File: config.mk
export PLATFORM = sky130hd
export DESIGN_NAME = sqt_seq_timing
export DESIGN_NICKNAME = d
export VERILOG_FILES = /design/src/sqt_pkg.sv /design/src/sqt_cfg_if.sv /design/src/sqt_ahb_regs.sv /design/src/sqt_seq_timing.sv /design/src/sqt_tick_timer.sv
export SDC_FILE = /design/constraint.sdc
export NUM_CORES = 1
export LEC_CHECK = 0
export BUFFER_PORTS_ARGS = -buffer_cell sky130_fd_sc_hd__buf_2
export CAP_MARGIN = 20
export CORE_MARGIN = 2
export CORE_UTILIZATION = 45
export DETAILED_ROUTE_END_ITERATION = 8
export PLACE_DENSITY_LB_ADDON = 0.15
export SLEW_MARGIN = 20
export SYNTH_ARGS = -nofsm -noshare
export SYNTH_HDL_FRONTEND = slang
export SYNTH_SLANG_ARGS = --single-unit
File: constraint.sdc
create_clock -name hclk -period 2.8 [get_ports hclk]
set_clock_uncertainty 0.15 [all_clocks]
set_input_delay 0.14 -clock hclk [delete_from_list [all_inputs] [get_ports hclk]]
set_output_delay 0.14 -clock hclk [all_outputs]
set_load 0.02 [all_outputs]
File: src/sqt_pkg.sv
// Shared constants and types for the sequencer timing block
package sqt_pkg;
  // ----------------------------------------------------------------
  // Clock and timing
  // ----------------------------------------------------------------
  localparam int unsigned SQT_CLK_HZ = 125_000_000;
  localparam int unsigned SQT_TICK_US = 512;
  localparam int unsigned SQT_TICK_CYC = SQT_TICK_US * (SQT_CLK_HZ / 1_000_000);
  localparam int unsigned SQT_TIMEOUT_MS = 500;
  // 500 ms rounded down to whole 512 us ticks
  localparam logic [14:0] SQT_TIMEOUT_TICKS = 15'(SQT_TIMEOUT_MS * 1000 / SQT_TICK_US);
  // 0.52 s settle step is 1024 ticks; 1.024 ms release step is 2 ticks
  localparam int unsigned SQT_SETTLE_SHIFT = 10;
  localparam logic [5:0] SQT_REL_SHORT_MAX = 6'h1f;
  localparam int unsigned SQT_REL_LONG_SHIFT = 6;
  // ----------------------------------------------------------------
  // Register indexes; byte address is four times the index
  // ----------------------------------------------------------------
  localparam logic [9:0] SQT_IDX_SLOT = 10'h092;
  localparam logic [9:0] SQT_IDX_PAUSE = 10'h097;
  localparam logic [9:0] SQT_IDX_OSC = 10'h098;
  localparam logic [9:0] SQT_IDX_REL = 10'h099;
  localparam logic [9:0] SQT_IDX_STAT = 10'h0f0;
  localparam logic [7:0] SQT_RST_SLOT = 8'h00;
  localparam logic [7:0] SQT_RST_PAUSE = 8'h00;
  localparam logic [7:0] SQT_RST_OSC = 8'h00;
  localparam logic [7:0] SQT_RST_REL = 8'h00;
  // ----------------------------------------------------------------
  // Field positions
  // ----------------------------------------------------------------
  localparam int unsigned SQT_TOUT_BIT = 5;
  localparam int unsigned SQT_MODE_BIT = 4;
  localparam int unsigned SQT_OUTEN_BIT = 7;
  localparam int unsigned SQT_RTCG_BIT = 6;
  localparam int unsigned SQT_OUTG_BIT = 5;
  localparam int unsigned SQT_DMODE_BIT = 4;
  localparam int unsigned SQT_XTAL_BIT = 3;
  // ----------------------------------------------------------------
  // Types
  // ----------------------------------------------------------------
  typedef enum logic [2:0] {
    SQT_IDLE = 3'h1,
    SQT_PIN = 3'h2,
    SQT_TMR = 3'h4
  } sqt_pause_e;
  localparam logic [1:0] SQT_EVT_WAKE = 2'h0;
  localparam logic [1:0] SQT_EVT_SYS = 2'h1;
  localparam logic [1:0] SQT_EVT_PWR = 2'h2;
  localparam logic [1:0] SQT_EVT_RSTX = 2'h3;
endpackage

File: src/sqt_cfg_if.sv
// Register contents passed between the bus slave and the core
`timescale 1ns/100ps
interface sqt_cfg_if;
  logic [7:0] slot_sel;
  logic [7:0] pause_cfg;
  logic [7:0] osc_cfg;
  logic [7:0] rel_cfg;
  logic [7:0] status;
  logic strap_load;
  logic strap_val;
  modport regs (output slot_sel, pause_cfg, osc_cfg, rel_cfg,
                input status, strap_load, strap_val);
  modport core (input slot_sel, pause_cfg, osc_cfg, rel_cfg,
                output status, strap_load, strap_val);
endinterface

File: src/sqt_ahb_regs.sv
// AHB-Lite slave holding the configuration registers
`timescale 1ns/100ps
module sqt_ahb_regs
  import sqt_pkg::*;
(
  input wire logic hclk,
  input wire logic hresetn,
  input wire logic clk_en,
  input wire logic hsel,
  input wire logic [31:0] haddr,
  input wire logic [1:0] htrans,
  input wire logic hwrite,
  input wire logic [2:0] hsize,
  input wire logic [31:0] hwdata,
  input wire logic hready,
  output logic hreadyout,
  output logic hresp,
  output logic [31:0] hrdata,
  sqt_cfg_if.regs cfg
);
  logic wr_pend;
  logic next_wr_pend;
  logic [11:0] dph_addr;
  logic [11:0] next_dph_addr;
  logic [7:0] next_slot, next_pause, next_osc, next_rel;
  logic take;
  logic [7:0] rd_byte;
  // Stall while frozen so no transfer is lost
  assign hreadyout = clk_en;
  assign hresp = 1'b0;
  assign take = hsel & htrans[1] & hready;
  always_comb begin
    next_wr_pend = take & hwrite & (hsize == 3'h2);
    next_dph_addr = take ? haddr[11:0] : dph_addr;
    next_slot = cfg.slot_sel;
    next_pause = cfg.pause_cfg;
    next_osc = cfg.osc_cfg;
    next_rel = cfg.rel_cfg;
    if (wr_pend) begin
      unique case (dph_addr)
        12'(SQT_IDX_SLOT * 4): next_slot = hwdata[7:0];
        12'(SQT_IDX_PAUSE * 4): next_pause = hwdata[7:0];
        12'(SQT_IDX_OSC * 4): next_osc = hwdata[7:0];
        12'(SQT_IDX_REL * 4): next_rel = hwdata[7:0];
        default: next_slot = cfg.slot_sel;
      endcase
    end
    if (cfg.strap_load) begin
      next_osc[SQT_XTAL_BIT] = cfg.strap_val;
    end
  end
  always_comb begin
    unique case (dph_addr)
      12'(SQT_IDX_SLOT * 4): rd_byte = cfg.slot_sel;
      12'(SQT_IDX_PAUSE * 4): rd_byte = cfg.pause_cfg;
      12'(SQT_IDX_OSC * 4): rd_byte = cfg.osc_cfg;
      12'(SQT_IDX_REL * 4): rd_byte = cfg.rel_cfg;
      12'(SQT_IDX_STAT * 4): rd_byte = cfg.status;
      default: rd_byte = 8'h00;
    endcase
  end
  assign hrdata = {24'h00_0000, rd_byte};
  always_ff @(posedge hclk or negedge hresetn) begin
    if (!hresetn) begin
      wr_pend <= 1'b0;
      dph_addr <= 12'h000;
      cfg.slot_sel <= SQT_RST_SLOT;
      cfg.pause_cfg <= SQT_RST_PAUSE;
      cfg.osc_cfg <= SQT_RST_OSC;
      cfg.rel_cfg <= SQT_RST_REL;
    end else if (clk_en) begin
      wr_pend <= next_wr_pend;
      dph_addr <= next_dph_addr;
      cfg.slot_sel <= next_slot;
      cfg.pause_cfg <= next_pause;
      cfg.osc_cfg <= next_osc;
      cfg.rel_cfg <= next_rel;
    end
  end
  a_strap_load: assert property (@(posedge hclk) disable iff (!hresetn)
    cfg.strap_load && clk_en |=> cfg.osc_cfg[SQT_XTAL_BIT] == $past(cfg.strap_val))
    else $error("crystal bit not loaded from strap");
endmodule

File: src/sqt_seq_timing.sv
// Pause step, crystal settle gating and reset release timing
// What this block does
// Direction field picks up, down or both pauses
// Mode bit selects pin wait or timer
// Optional 500 ms timeout on pin wait
// Pause code gives 512 us doubling delays
// Enable bit routes slow clock to outputs
// RTC clock blocked until settle timer expires
// Output clock blocked until settle timer expires
// Settle start: third falling edge or crystal-on
// Crystal bit loaded from strap at reset
// Settle code sets crystal delay, zero is off
// Event select chooses release timer trigger
// Timer value N sets reset release delay
// Slot field chooses the pause slot
// Slot field chooses slow clock enable slot
// Sequencer resumes once pause ends
//
// Local design decision: the AHB-Lite register port.
`timescale 1ns/100ps
module sqt_seq_timing
  import sqt_pkg::*;
#(
  parameter int unsigned TICK_CYC = SQT_TICK_CYC
) (
  input wire logic hclk,
  input wire logic hresetn,
  input wire logic clk_en,
  input wire logic hsel,
  input wire logic [31:0] haddr,
  input wire logic [1:0] htrans,
  input wire logic hwrite,
  input wire logic [2:0] hsize,
  input wire logic [31:0] hwdata,
  input wire logic hready,
  output logic hreadyout,
  output logic hresp,
  output logic [31:0] hrdata,
  input wire logic [3:0] slot_index,
  input wire logic slot_end,
  input wire logic seq_going_up,
  output logic seq_hold,
  input wire logic external_pause_pin,
  input wire logic osc_clk_in,
  input wire logic crystal_strap,
  input wire logic slow_clock_out_holdoff,
  output logic slow_clock_output,
  output logic rtc_clock_en,
  input wire logic external_wake,
  input wire logic system_domain_powerup,
  input wire logic power_domain_powerup,
  input wire logic reset_mode_exit,
  input wire logic reset_request,
  output logic system_reset_out_n
);
  if (TICK_CYC < 2) begin : g_bad_tick
    $error("TICK_CYC must be at least 2");
  end

  sqt_cfg_if cfg ();

  sqt_ahb_regs u_regs (
    .hclk(hclk),
    .hresetn(hresetn),
    .clk_en(clk_en),
    .hsel(hsel),
    .haddr(haddr),
    .htrans(htrans),
    .hwrite(hwrite),
    .hsize(hsize),
    .hwdata(hwdata),
    .hready(hready),
    .hreadyout(hreadyout),
    .hresp(hresp),
    .hrdata(hrdata),
    .cfg(cfg.regs)
  );

  // ----------------------------------------------------------------
  // Strap capture
  // ----------------------------------------------------------------
  logic strap_done;
  logic next_strap_done;
  // Strap sampled on the first enabled edge after release
  assign cfg.strap_load = clk_en & ~strap_done;
  assign cfg.strap_val = crystal_strap;
  always_comb begin
    next_strap_done = 1'b1;
  end
  always_ff @(posedge hclk or negedge hresetn) begin
    if (!hresetn) begin
      strap_done <= 1'b0;
    end else if (clk_en) begin
      strap_done <= next_strap_done;
    end
  end

  // ----------------------------------------------------------------
  // Pause step
  // ----------------------------------------------------------------
  sqt_pause_e state;
  sqt_pause_e next_state;
  logic [1:0] pause_dir;
  logic pause_tout_en;
  logic pause_timed;
  logic [3:0] pause_code;
  logic dir_ok;
  logic pause_hit;
  logic pause_go;
  logic ptmr_start;
  logic ptmr_abort;
  logic [14:0] ptmr_count;
  logic ptmr_busy;
  logic ptmr_done;

  assign pause_dir = cfg.pause_cfg[7:6];
  assign pause_tout_en = cfg.pause_cfg[SQT_TOUT_BIT];
  assign pause_timed = cfg.pause_cfg[SQT_MODE_BIT];
  assign pause_code = cfg.pause_cfg[3:0];
  assign dir_ok = seq_going_up ? pause_dir[0] : pause_dir[1];
  assign pause_hit = slot_end & (slot_index == cfg.slot_sel[3:0]) & dir_ok;
  // Timed pause with code zero adds nothing beyond the slot
  assign pause_go = pause_hit & (~pause_timed | (pause_code != 4'h0));
  assign ptmr_count = pause_timed ? (15'h0001 << (pause_code - 4'h1))
                                  : SQT_TIMEOUT_TICKS;

  always_comb begin
    next_state = state;
    ptmr_start = 1'b0;
    ptmr_abort = 1'b0;
    unique case (state)
      SQT_IDLE: begin
        if (pause_go) begin
          next_state = pause_timed ? SQT_TMR : SQT_PIN;
          ptmr_start = pause_timed | pause_tout_en;
        end
      end
      SQT_PIN: begin
        if (external_pause_pin) begin
          next_state = SQT_IDLE;
          ptmr_abort = 1'b1;
        end else if (ptmr_done) begin
          next_state = SQT_IDLE;
        end
      end
      SQT_TMR: begin
        if (ptmr_done) begin
          next_state = SQT_IDLE;
        end
      end
      default: next_state = SQT_IDLE;
    endcase
  end
  always_ff @(posedge hclk or negedge hresetn) begin
    if (!hresetn) begin
      state <= SQT_IDLE;
    end else if (clk_en) begin
      state <= next_state;
    end
  end
  // Held in the same cycle as slot_end so the slot never advances early
  assign seq_hold = (state != SQT_IDLE) | (state == SQT_IDLE && pause_go);

  sqt_tick_timer #(.TICK_CYC(TICK_CYC), .W(15)) u_pause_tmr (
    .hclk(hclk),
    .hresetn(hresetn),
    .clk_en(clk_en),
    .start(ptmr_start & clk_en),
    .abort(ptmr_abort),
    .count(ptmr_count),
    .busy(ptmr_busy),
    .done(ptmr_done)
  );

  // ----------------------------------------------------------------
  // Crystal settle and slow clock gating
  // ----------------------------------------------------------------
  logic osc_prev, next_osc_prev;
  logic [1:0] fall_cnt, next_fall_cnt;
  logic xtal_prev, next_xtal_prev;
  logic settled, next_settled;
  logic slow_on, next_slow_on;
  logic next_slow_out, next_rtc_en;
  logic osc_fall;
  logic settle_start;
  logic settle_ok;
  logic [2:0] settle_code;
  logic stmr_done;

  assign settle_code = cfg.osc_cfg[2:0];
  assign osc_fall = osc_prev & ~osc_clk_in;
  assign settle_start = cfg.osc_cfg[SQT_DMODE_BIT]
    ? (cfg.osc_cfg[SQT_XTAL_BIT] & ~xtal_prev)
    : (osc_fall & (fall_cnt == 2'h2));
  assign settle_ok = settled | (settle_code == 3'h0);

  always_comb begin
    next_osc_prev = osc_clk_in;
    next_xtal_prev = cfg.osc_cfg[SQT_XTAL_BIT];
    next_fall_cnt = fall_cnt;
    if (osc_fall && fall_cnt != 2'h3) begin
      next_fall_cnt = fall_cnt + 2'h1;
    end
    next_settled = settled;
    if (settle_start) begin
      next_settled = 1'b0;
    end else if (stmr_done) begin
      next_settled = 1'b1;
    end
    next_slow_on = slow_on;
    if (slot_end && slot_index == cfg.slot_sel[7:4]) begin
      next_slow_on = seq_going_up;
    end
    next_slow_out = osc_clk_in & cfg.osc_cfg[SQT_OUTEN_BIT] & slow_on
      & ~slow_clock_out_holdoff
      & (~cfg.osc_cfg[SQT_OUTG_BIT] | settle_ok);
    next_rtc_en = slow_on & (~cfg.osc_cfg[SQT_RTCG_BIT] | settle_ok);
  end
  always_ff @(posedge hclk or negedge hresetn) begin
    if (!hresetn) begin
      osc_prev <= 1'b0;
      xtal_prev <= 1'b0;
      fall_cnt <= 2'h0;
      settled <= 1'b0;
      slow_on <= 1'b0;
      slow_clock_output <= 1'b0;
      rtc_clock_en <= 1'b0;
    end else if (clk_en) begin
      osc_prev <= next_osc_prev;
      xtal_prev <= next_xtal_prev;
      fall_cnt <= next_fall_cnt;
      settled <= next_settled;
      slow_on <= next_slow_on;
      slow_clock_output <= next_slow_out;
      rtc_clock_en <= next_rtc_en;
    end
  end

  sqt_tick_timer #(.TICK_CYC(TICK_CYC), .W(15)) u_settle_tmr (
    .hclk(hclk),
    .hresetn(hresetn),
    .clk_en(clk_en),
    .start(settle_start & clk_en & (settle_code != 3'h0)),
    .abort(1'b0),
    .count(15'(settle_code) << SQT_SETTLE_SHIFT),
    .busy(),
    .done(stmr_done)
  );

  // ----------------------------------------------------------------
  // Reset release timer
  // ----------------------------------------------------------------
  logic rel_event;
  logic [5:0] rel_n;
  logic [14:0] rtmr_count;
  logic rtmr_busy;
  logic rtmr_done;
  logic next_rst_n;

  always_comb begin
    unique case (cfg.rel_cfg[7:6])
      SQT_EVT_WAKE: rel_event = external_wake;
      SQT_EVT_SYS: rel_event = system_domain_powerup;
      SQT_EVT_PWR: rel_event = power_domain_powerup;
      SQT_EVT_RSTX: rel_event = reset_mode_exit;
    endcase
  end
  assign rel_n = cfg.rel_cfg[5:0];
  assign rtmr_count = (rel_n <= SQT_REL_SHORT_MAX)
    ? {8'h00, rel_n, 1'b0}
    : 15'(15'(rel_n - SQT_REL_SHORT_MAX) << SQT_REL_LONG_SHIFT);

  always_comb begin
    next_rst_n = system_reset_out_n;
    if (reset_request) begin
      next_rst_n = 1'b0;
    end else if (rel_event) begin
      next_rst_n = (rel_n == 6'h00);
    end else if (rtmr_done) begin
      next_rst_n = 1'b1;
    end
  end
  always_ff @(posedge hclk or negedge hresetn) begin
    if (!hresetn) begin
      system_reset_out_n <= 1'b0;
    end else if (clk_en) begin
      system_reset_out_n <= next_rst_n;
    end
  end

  sqt_tick_timer #(.TICK_CYC(TICK_CYC), .W(15)) u_rel_tmr (
    .hclk(hclk),
    .hresetn(hresetn),
    .clk_en(clk_en),
    .start(rel_event & ~reset_request & clk_en & (rel_n != 6'h00)),
    .abort(reset_request | (rel_event & (rel_n == 6'h00))),
    .count(rtmr_count),
    .busy(rtmr_busy),
    .done(rtmr_done)
  );

  assign cfg.status = {5'h00, system_reset_out_n, settle_ok, state != SQT_IDLE};

  // ----------------------------------------------------------------
  // Assertions
  // ----------------------------------------------------------------
  a_pause_dir: assert property (@(posedge hclk) disable iff (!hresetn)
    state == SQT_IDLE && slot_end && !dir_ok |-> !seq_hold)
    else $error("pause in a disabled direction");
  a_pin_release: assert property (@(posedge hclk) disable iff (!hresetn)
    state == SQT_PIN && external_pause_pin && clk_en |=> state == SQT_IDLE)
    else $error("pin wait did not end on pin");
  a_timeout_end: assert property (@(posedge hclk) disable iff (!hresetn)
    state == SQT_PIN && !pause_tout_en |-> !ptmr_busy)
    else $error("timeout running while disabled");
  a_zero_code: assert property (@(posedge hclk) disable iff (!hresetn)
    state == SQT_IDLE && pause_hit && pause_timed && pause_code == 4'h0 |-> !seq_hold)
    else $error("pause with code zero");
  a_out_gate: assert property (@(posedge hclk) disable iff (!hresetn)
    slow_clock_output && $past(cfg.osc_cfg[SQT_OUTG_BIT]) |-> $past(settle_ok))
    else $error("output clock before settle");
  a_rtc_gate: assert property (@(posedge hclk) disable iff (!hresetn)
    rtc_clock_en && $past(cfg.osc_cfg[SQT_RTCG_BIT]) |-> $past(settle_ok))
    else $error("rtc clock before settle");
  a_release_now: assert property (@(posedge hclk) disable iff (!hresetn)
    rel_event && rel_n == 6'h00 && !reset_request && clk_en |=> system_reset_out_n)
    else $error("zero delay release late");
  a_release_hold: assert property (@(posedge hclk) disable iff (!hresetn)
    rtmr_busy |-> !system_reset_out_n)
    else $error("reset released while timing");
  a_resume_next: assert property (@(posedge hclk) disable iff (!hresetn)
    state == SQT_TMR && ptmr_done |=> state == SQT_IDLE)
    else $error("no resume after pause timer");
endmodule

File: src/sqt_tick_timer.sv
// Down counter of 512 us ticks with its own prescaler
`timescale 1ns/100ps
module sqt_tick_timer
  import sqt_pkg::*;
#(
  parameter int unsigned TICK_CYC = SQT_TICK_CYC,
  parameter int unsigned W = 15
) (
  input wire logic hclk,
  input wire logic hresetn,
  input wire logic clk_en,
  input wire logic start,
  input wire logic abort,
  input wire logic [W-1:0] count,
  output logic busy,
  output logic done
);
  localparam int unsigned PW = $clog2(TICK_CYC);
  localparam logic [PW-1:0] PRE_LAST = PW'(TICK_CYC - 1);
  if (TICK_CYC < 2) begin : g_bad_tick
    $error("TICK_CYC must be at least 2");
  end
  logic [W-1:0] cnt;
  logic [W-1:0] next_cnt;
  logic [PW-1:0] pre;
  logic [PW-1:0] next_pre;
  logic next_busy;
  // Prescaler restarts on start so one tick is a full tick
  always_comb begin
    next_cnt = cnt;
    next_pre = pre;
    next_busy = busy;
    done = 1'b0;
    if (start) begin
      next_cnt = count;
      next_pre = '0;
      next_busy = (count != '0);
    end else if (abort) begin
      next_busy = 1'b0;
    end else if (busy) begin
      if (pre == PRE_LAST) begin
        next_pre = '0;
        next_cnt = cnt - W'(1);
        if (cnt == W'(1)) begin
          next_busy = 1'b0;
          done = clk_en;
        end
      end else begin
        next_pre = pre + PW'(1);
      end
    end
  end
  always_ff @(posedge hclk or negedge hresetn) begin
    if (!hresetn) begin
      cnt <= '0;
      pre <= '0;
      busy <= 1'b0;
    end else if (clk_en) begin
      cnt <= next_cnt;
      pre <= next_pre;
      busy <= next_busy;
    end
  end
endmodule

; ---- Yosys cells after proc, flatten, opt, wreduce, memory -nomap -nowiden
; Cells that the tools add are included.
[totals]
regBits = 154
latchBits = 0
mem_bits_rw = 0
romBits = 0
in_bits = 90
out_inout_bits = 38
word_cells = 213
n_memories = 0
[classes]
add_sub_neg = 9
mul = 0
n_div = 0
magnitude_cmp = 1
n_eq_ne = 26
n_shift = 1
mux = 73
bitwise = 38
reduce_logical = 39
[op_table]
columns = cell, n
row1 = 15-bit two-way mux, 13
row2 = 16-bit two-way mux, 11
row3 = "12-bit by 10-bit == test with 1-bit output, second input constant", 5
row4 = "16-bit by 1-bit adder with 16-bit output, second input constant", 3
row5 = "16-bit == test, second input constant", 3
row6 = "15-bit by 1-bit == test with 1-bit output, second input constant", 3
row7 = 15-bit nonzero test, 3
row8 = "15-bit by 1-bit subtractor with 15-bit output, second input constant", 3
row9 = 1-bit two-way mux, 40
row10 = 8-bit case mux with 5 select lines, 1
row11 = 3-bit AND reduction, 8
row12 = 1-bit bitwise AND, 23
row13 = 2-bit nonzero test, 9
row14 = "1-bit by 4-bit left shift with 15-bit output, first input constant", 1
row15 = 2-bit AND reduction, 7
row16 = 3-bit two-way mux, 4
row17 = 3-bit case mux with 3 select lines, 1
row18 = 4-bit == test, 2
row19 = 4-bit two-way mux, 2
row20 = 1-bit inverter, 8
row21 = 4-bit AND reduction, 2
row22 = 1-bit OR, 7
row23 = "6-bit by 5-bit subtractor with 7-bit output, second input constant", 1
row24 = "2-bit == test, second input constant", 3
row25 = 18 further kinds, 24

; ---- Logic depth before layout (Yosys ltp)
[logic_depth]
ltp_word = 11
mapped_depth = 9
depth_no_buf = 8

; ---- Cells and area by module
; From an unflattened synthesis, not the netlist that was laid out.
[hier_totals]
hier_cells = 1035
area_unflattened_um2 = 9723.1
[by_module_without_submodules]
columns = module, n_inst, cells_per_inst, area_each_um2, seq_area_each_um2
row1 = sqt_tick_timer (u_pause_tmr ...), 2, 229, 1984.4, 800.8
row2 = sqt_ahb_regs, 1, 187, 2404.8, 1126.1
row3 = sqt_tick_timer (u_settle_tmr), 1, 248, 2163.3, 800.8
row4 = sqt_seq_timing, 1, 142, 1186.1, 326.6

; ---- Least setup slack after synthesis
; No wires, ideal clock.
[synth_path]
path_kind = reg2reg
start = reg u_pause_tmr.cnt[11]
end = reg state[1]
setup_ps = 125
t_arrival_ps = 2229
required_ps = 2525
slack_ps = 297
stages_incl_launch_ff = 7
n_path_buf = 0
cell_sequence = dfrtp_1 or4_4 or3_1 or4b_4 nor3_2 o22ai_1 mux2_2
[synth_via]
elab_chain_cells = 9
[synth_rtl]
columns = element, line_no
row1 = "start, declared", sqt_tick_timer.sv:23  ; logic [W-1:0] cnt;
row2 = "start signal, assigned", sqt_tick_timer.sv:59  ; cnt <= next_cnt;
row3 = 15-bit by 1-bit == test with 1-bit output (*), sqt_tick_timer.sv:44  ; if (cnt == W'(1)) begin
row4 = 1-bit two-way mux (*), sqt_tick_timer.sv:44
row5 = 1-bit two-way mux (*), sqt_tick_timer.sv:41  ; if (pre == PRE_LAST) begin
row6 = 1-bit two-way mux (*), sqt_tick_timer.sv:40  ; end else if (busy) begin
row7 = 1-bit two-way mux (*), sqt_tick_timer.sv:38  ; end else if (abort) begin
row8 = 1-bit two-way mux (*), sqt_tick_timer.sv:34  ; if (start) begin
row9 = 3-bit two-way mux (*), --
row10 = 3-bit two-way mux, --
row11 = 3-bit case mux with 3 select lines (*), --
row12 = "end signal, assigned", sqt_seq_timing.sv:158  ; state <= next_state;
row13 = "end, declared", sqt_seq_timing.sv:101  ; sqt_pause_e state;
; Mark *: on every way between the ends. The rest lies on a longest branch, timed or not.
; A chain may end at the register's enable or synchronous reset.

; ---- Worst setup path in the final report
[layout_path]
start = reg u_pause_tmr.cnt[9]
end = reg state[1]
; The elaborated chain is that of the path after synthesis.

==> impl_metrics.py <==
metrics = {
    "synth": {
        "yosysMostFrequentCell": "dfrtp_1",
        "yosys_warnings": 0,
        "synth_flop_cell": "dfrtp_1",
        "synth_seq_area_share": 0.448,
        "avgSynthCellArea_um2": 9.58,
        "synth_top_area_cell": "dfrtp_1",
        "synth_top_family_by_area": "simple AND/OR/NAND/NOR gates",
        "synth_area_leaders": "dfrtp_1 44%, mux2_2 6.0%, xor2_1 4.7%",
        "syn_inst": 899,
        "syn-cell-area_um2": 8610,
        "muxShareOfSynthArea": 0.0651,
        "synth_edf_count": 0,
        "synth_top_area_frac": 0.445,
        "synth_fa_ha_area_frac": 0.0189,
        "async_flop_share": 1.00,
        "synth_compound_area_frac": 0.114,
        "yosysUniqueCellTypes": 70,
        "ys_top_cells_by_count": "153 x dfrtp_1, 106 x nor2_1, 73 x nand2_1",
        "ys_ff_latch": 154,
        "synth_xor_area_frac": 0.0763,
        "yosys.area_share.simple": 0.225,
    },
    "finish": {
        "synthToLayoutAreaGrowth_pct": 18.3,
        "fillerInstances": 1762,
        "design_area_um2": 10200,
        "post_route_cells_drive_above_1_share": 0.193,
        "nets": 1116,
        "post_layout_nonfiller_instances": 1260,
        "num_antenna_cells": 0,
    },
    "place": {
        "portBuffers": 57,
        "post_dp_cell_area_um2": 9300,
        "dp_cells": 1197,
        "gp_congestion": 0.841,
        "hpwl_um": 14900,
        "dpl_worst_slack_ns": 0.199,
    },
    "sta": {
        "max_clock_freq_mhz": 377,
        "maxSlewViolCount": 0,
        "rsz0062_at_grt": "false",
        "worstMarginPinSlew_ns": 0.873,
        "setup_viol": 0,
        "fin_crit_ns": 2.65,
        "hold_ws_ns": 0.0627,
        "hold_viol_final": 0,
        "setup_tns_ns": 0,
        "min_period_over_period": 0.948,
        "max_slew_margin": 0.418,
        "fin_ws_ns": 0.146,
    },
    "floorplanning": {
        "start_util": 0.459,
        "dieHeight_um": 142,
        "die_area_um2": 20300,
        "num_rows": 50,
        "ios": 128,
        "core_area_um2": 18800,
        "die_w_um": 142,
    },
    "clock_network": {
        "cts_buffer_depth": 2,
        "clk_latency_ns": 0.42,
        "cts_max_level": 4,
        "cts.repair.resized": 0,
        "clkTransAtPathRegs_ns": 0.06,
        "cts.sinks": 154,
        "cts_tree": "yes",
        "clock-root-buffer": "clkbuf_16",
        "cts_buffers": 17,
    },
    "setup_path": {
        "cp_max_fo": 4,
        "cp.arrival_ns": 2.81,
        "required_ns": 2.96,
        "cp-start-kind": "flip-flop",
        "cp-end-kind": "flip-flop",
        "path_class": "flip-flop to flip-flop",
        "critical_path.slowest_cell": "or4_4",
        "slowest_delay_ns": 0.53,
        "path_cells": "or4_4 -> or3_1 -> or4b_4 -> nor3_2 -> o22ai_1 -> mux2_2",
    },
    "power_and_ir_drop": {
        "p_per_area_nw_per_um2": 574,
        "peakVddDrop_mv": 0.354,
        "p_leak_nw": 4.60,
    },
    "grt": {
        "overflow": 0,
        "grt_pass1_wl_um": 35200,
        "grt_antenna_before_repair": 0,
        "first_global_vias": 6777,
        "grt_usage": 0.221,
        "grt_max_degree": 70,
    },
    "detailed_routing": {
        "first_iter_violations": 437,
        "wl_per_cell_um": 16.8,
        "via_per_inst": 5.56,
        "via_count": 7006,
        "antenna_left": 0,
        "finalWirelength_um": 21200,
        "drc_errors": 0,
        "drt_first_pass_iters": 5,
    },
    "job": {
        "maxCapViolations": 0,
    },
    "outcome": {
        "status": "finished clean",
    },
    "min_path": {
        "hold_class": "input pin to flip-flop",
    },
}
## critical path, delay by kind of cell, from the launching register on
kind | cells | cell delay, ns
AND/OR/NAND/NOR | 4 | 1.60
multiplexers | 1 | 0.27
AO/OA/AOI/OAI | 1 | 0.12
flip-flops | 1 | 0.41
## where the power goes
| group | switching (mW) | total [mW] | internal [mW] |
|---|---|---|---|
| registers | 0.193 | 2.62 | 2.42 |
| clock network | 0.947 | 2.30 | 1.36 |
| logic | 0.505 | 0.922 | 0.417 |
## cells by family after synthesis
group,count (synthesis)
AOI/OAI and AO/OA,147
other,1
and+or+nand+nor,374
xor gates and xnor gates,75
adders and majority gates,13
DFF,154
muxes,49
buffers and inverters,86
## sequential cells by signal, summed over array words and instances (netlist names), 2 cells and up
register / count
u_regs.cfg.slot_sel: 8
u_pause_tmr.cnt: 15
u_settle_tmr.pre: 16
u_regs.dph_addr: 12
state: 3
u_pause_tmr.pre: 16
u_rel_tmr.pre: 16
u_regs.cfg.pause_cfg: 8
u_rel_tmr.cnt: 15
u_regs.cfg.osc_cfg: 8
u_regs.cfg.rel_cfg: 8
u_settle_tmr.cnt: 15
fall_cnt: 2
## metal layers
layer	wire length, um	track usage	vias up
met5	0	0	-
met3	849	0.0343	23
met1	10300	0.322	3403
met2	9740	0.338	159
met4	312	0.0703	0
li1	-	-	3421
## area by class of cell
type,count,area (um^2),share of cell area
sequential,154,3850,0.378
inverter,26,97.6,0.00958
tap,234,293,0.0287
clock inverter,11,121,0.0119
timing repair buffer,131,950,0.0932
clock buffer,21,460,0.0452
multi-input combinational,683,4410,0.433
## cells in the final DEF (no fill, tap or decap), types with 8 or more instances in the layout
master | Yosys | final
nand4_1 | 20 | 20
inv_1 | 26 | 26
buf_2 | 6 | 56
conb_1 | 1 | 25
nor2_1 | 106 | 106
ha_1 | 13 | 13
a21oi_1 | 26 | 26
nand3_1 | 40 | 40
xor2_1 | 46 | 46
buf_4 | 26 | 41
o21ai_0 | 43 | 43
or3_1 | 8 | 8
xnor2_1 | 29 | 29
nor3b_1 | 9 | 9
mux2_2 | 46 | 46
nor4_1 | 19 | 18
o2111ai_1 | 8 | 8
and3_1 | 13 | 13
dlygate4sd3_1 | 0 | 31
dfrtp_1 | 153 | 153
clkbuf_16 | 0 | 17
nor3_1 | 28 | 28
nand2_1 | 73 | 73
## timing repair
action / in CTS / in global routing
hold buffers: 31 / 0
setup endpoints to repair: 0 / 0
hold endpoints to repair: 119 / 0
setup buffers: 0 / 0
## worst paths after layout
kind	start	to	slack (ns)	cells past startpoint
min in group asynchronous	hresetn	u_pause_tmr.pre[3]	0.16	2
worst min-delay path	slow_clock_out_holdoff	slow_clock_output	0.06	4
worst max register to register	u_pause_tmr.cnt[9]	state[1]	0.15	6
worst max-delay path	u_pause_tmr.cnt[9]	state[1]	0.15	6
worst min register to register	strap_done	strap_done	0.32	1
max in group asynchronous	hresetn	u_rel_tmr.cnt[13]	1.66	3
## metrics by stage
stage	total power, mW	util
floorplan	3.23	-
global placement	3.52	0.495
detailed placement	3.54	0.495
CTS	5.89	0.543
global route	6.14	0.543
finish	5.84	0.543
(Power assumes the default switching activity.)
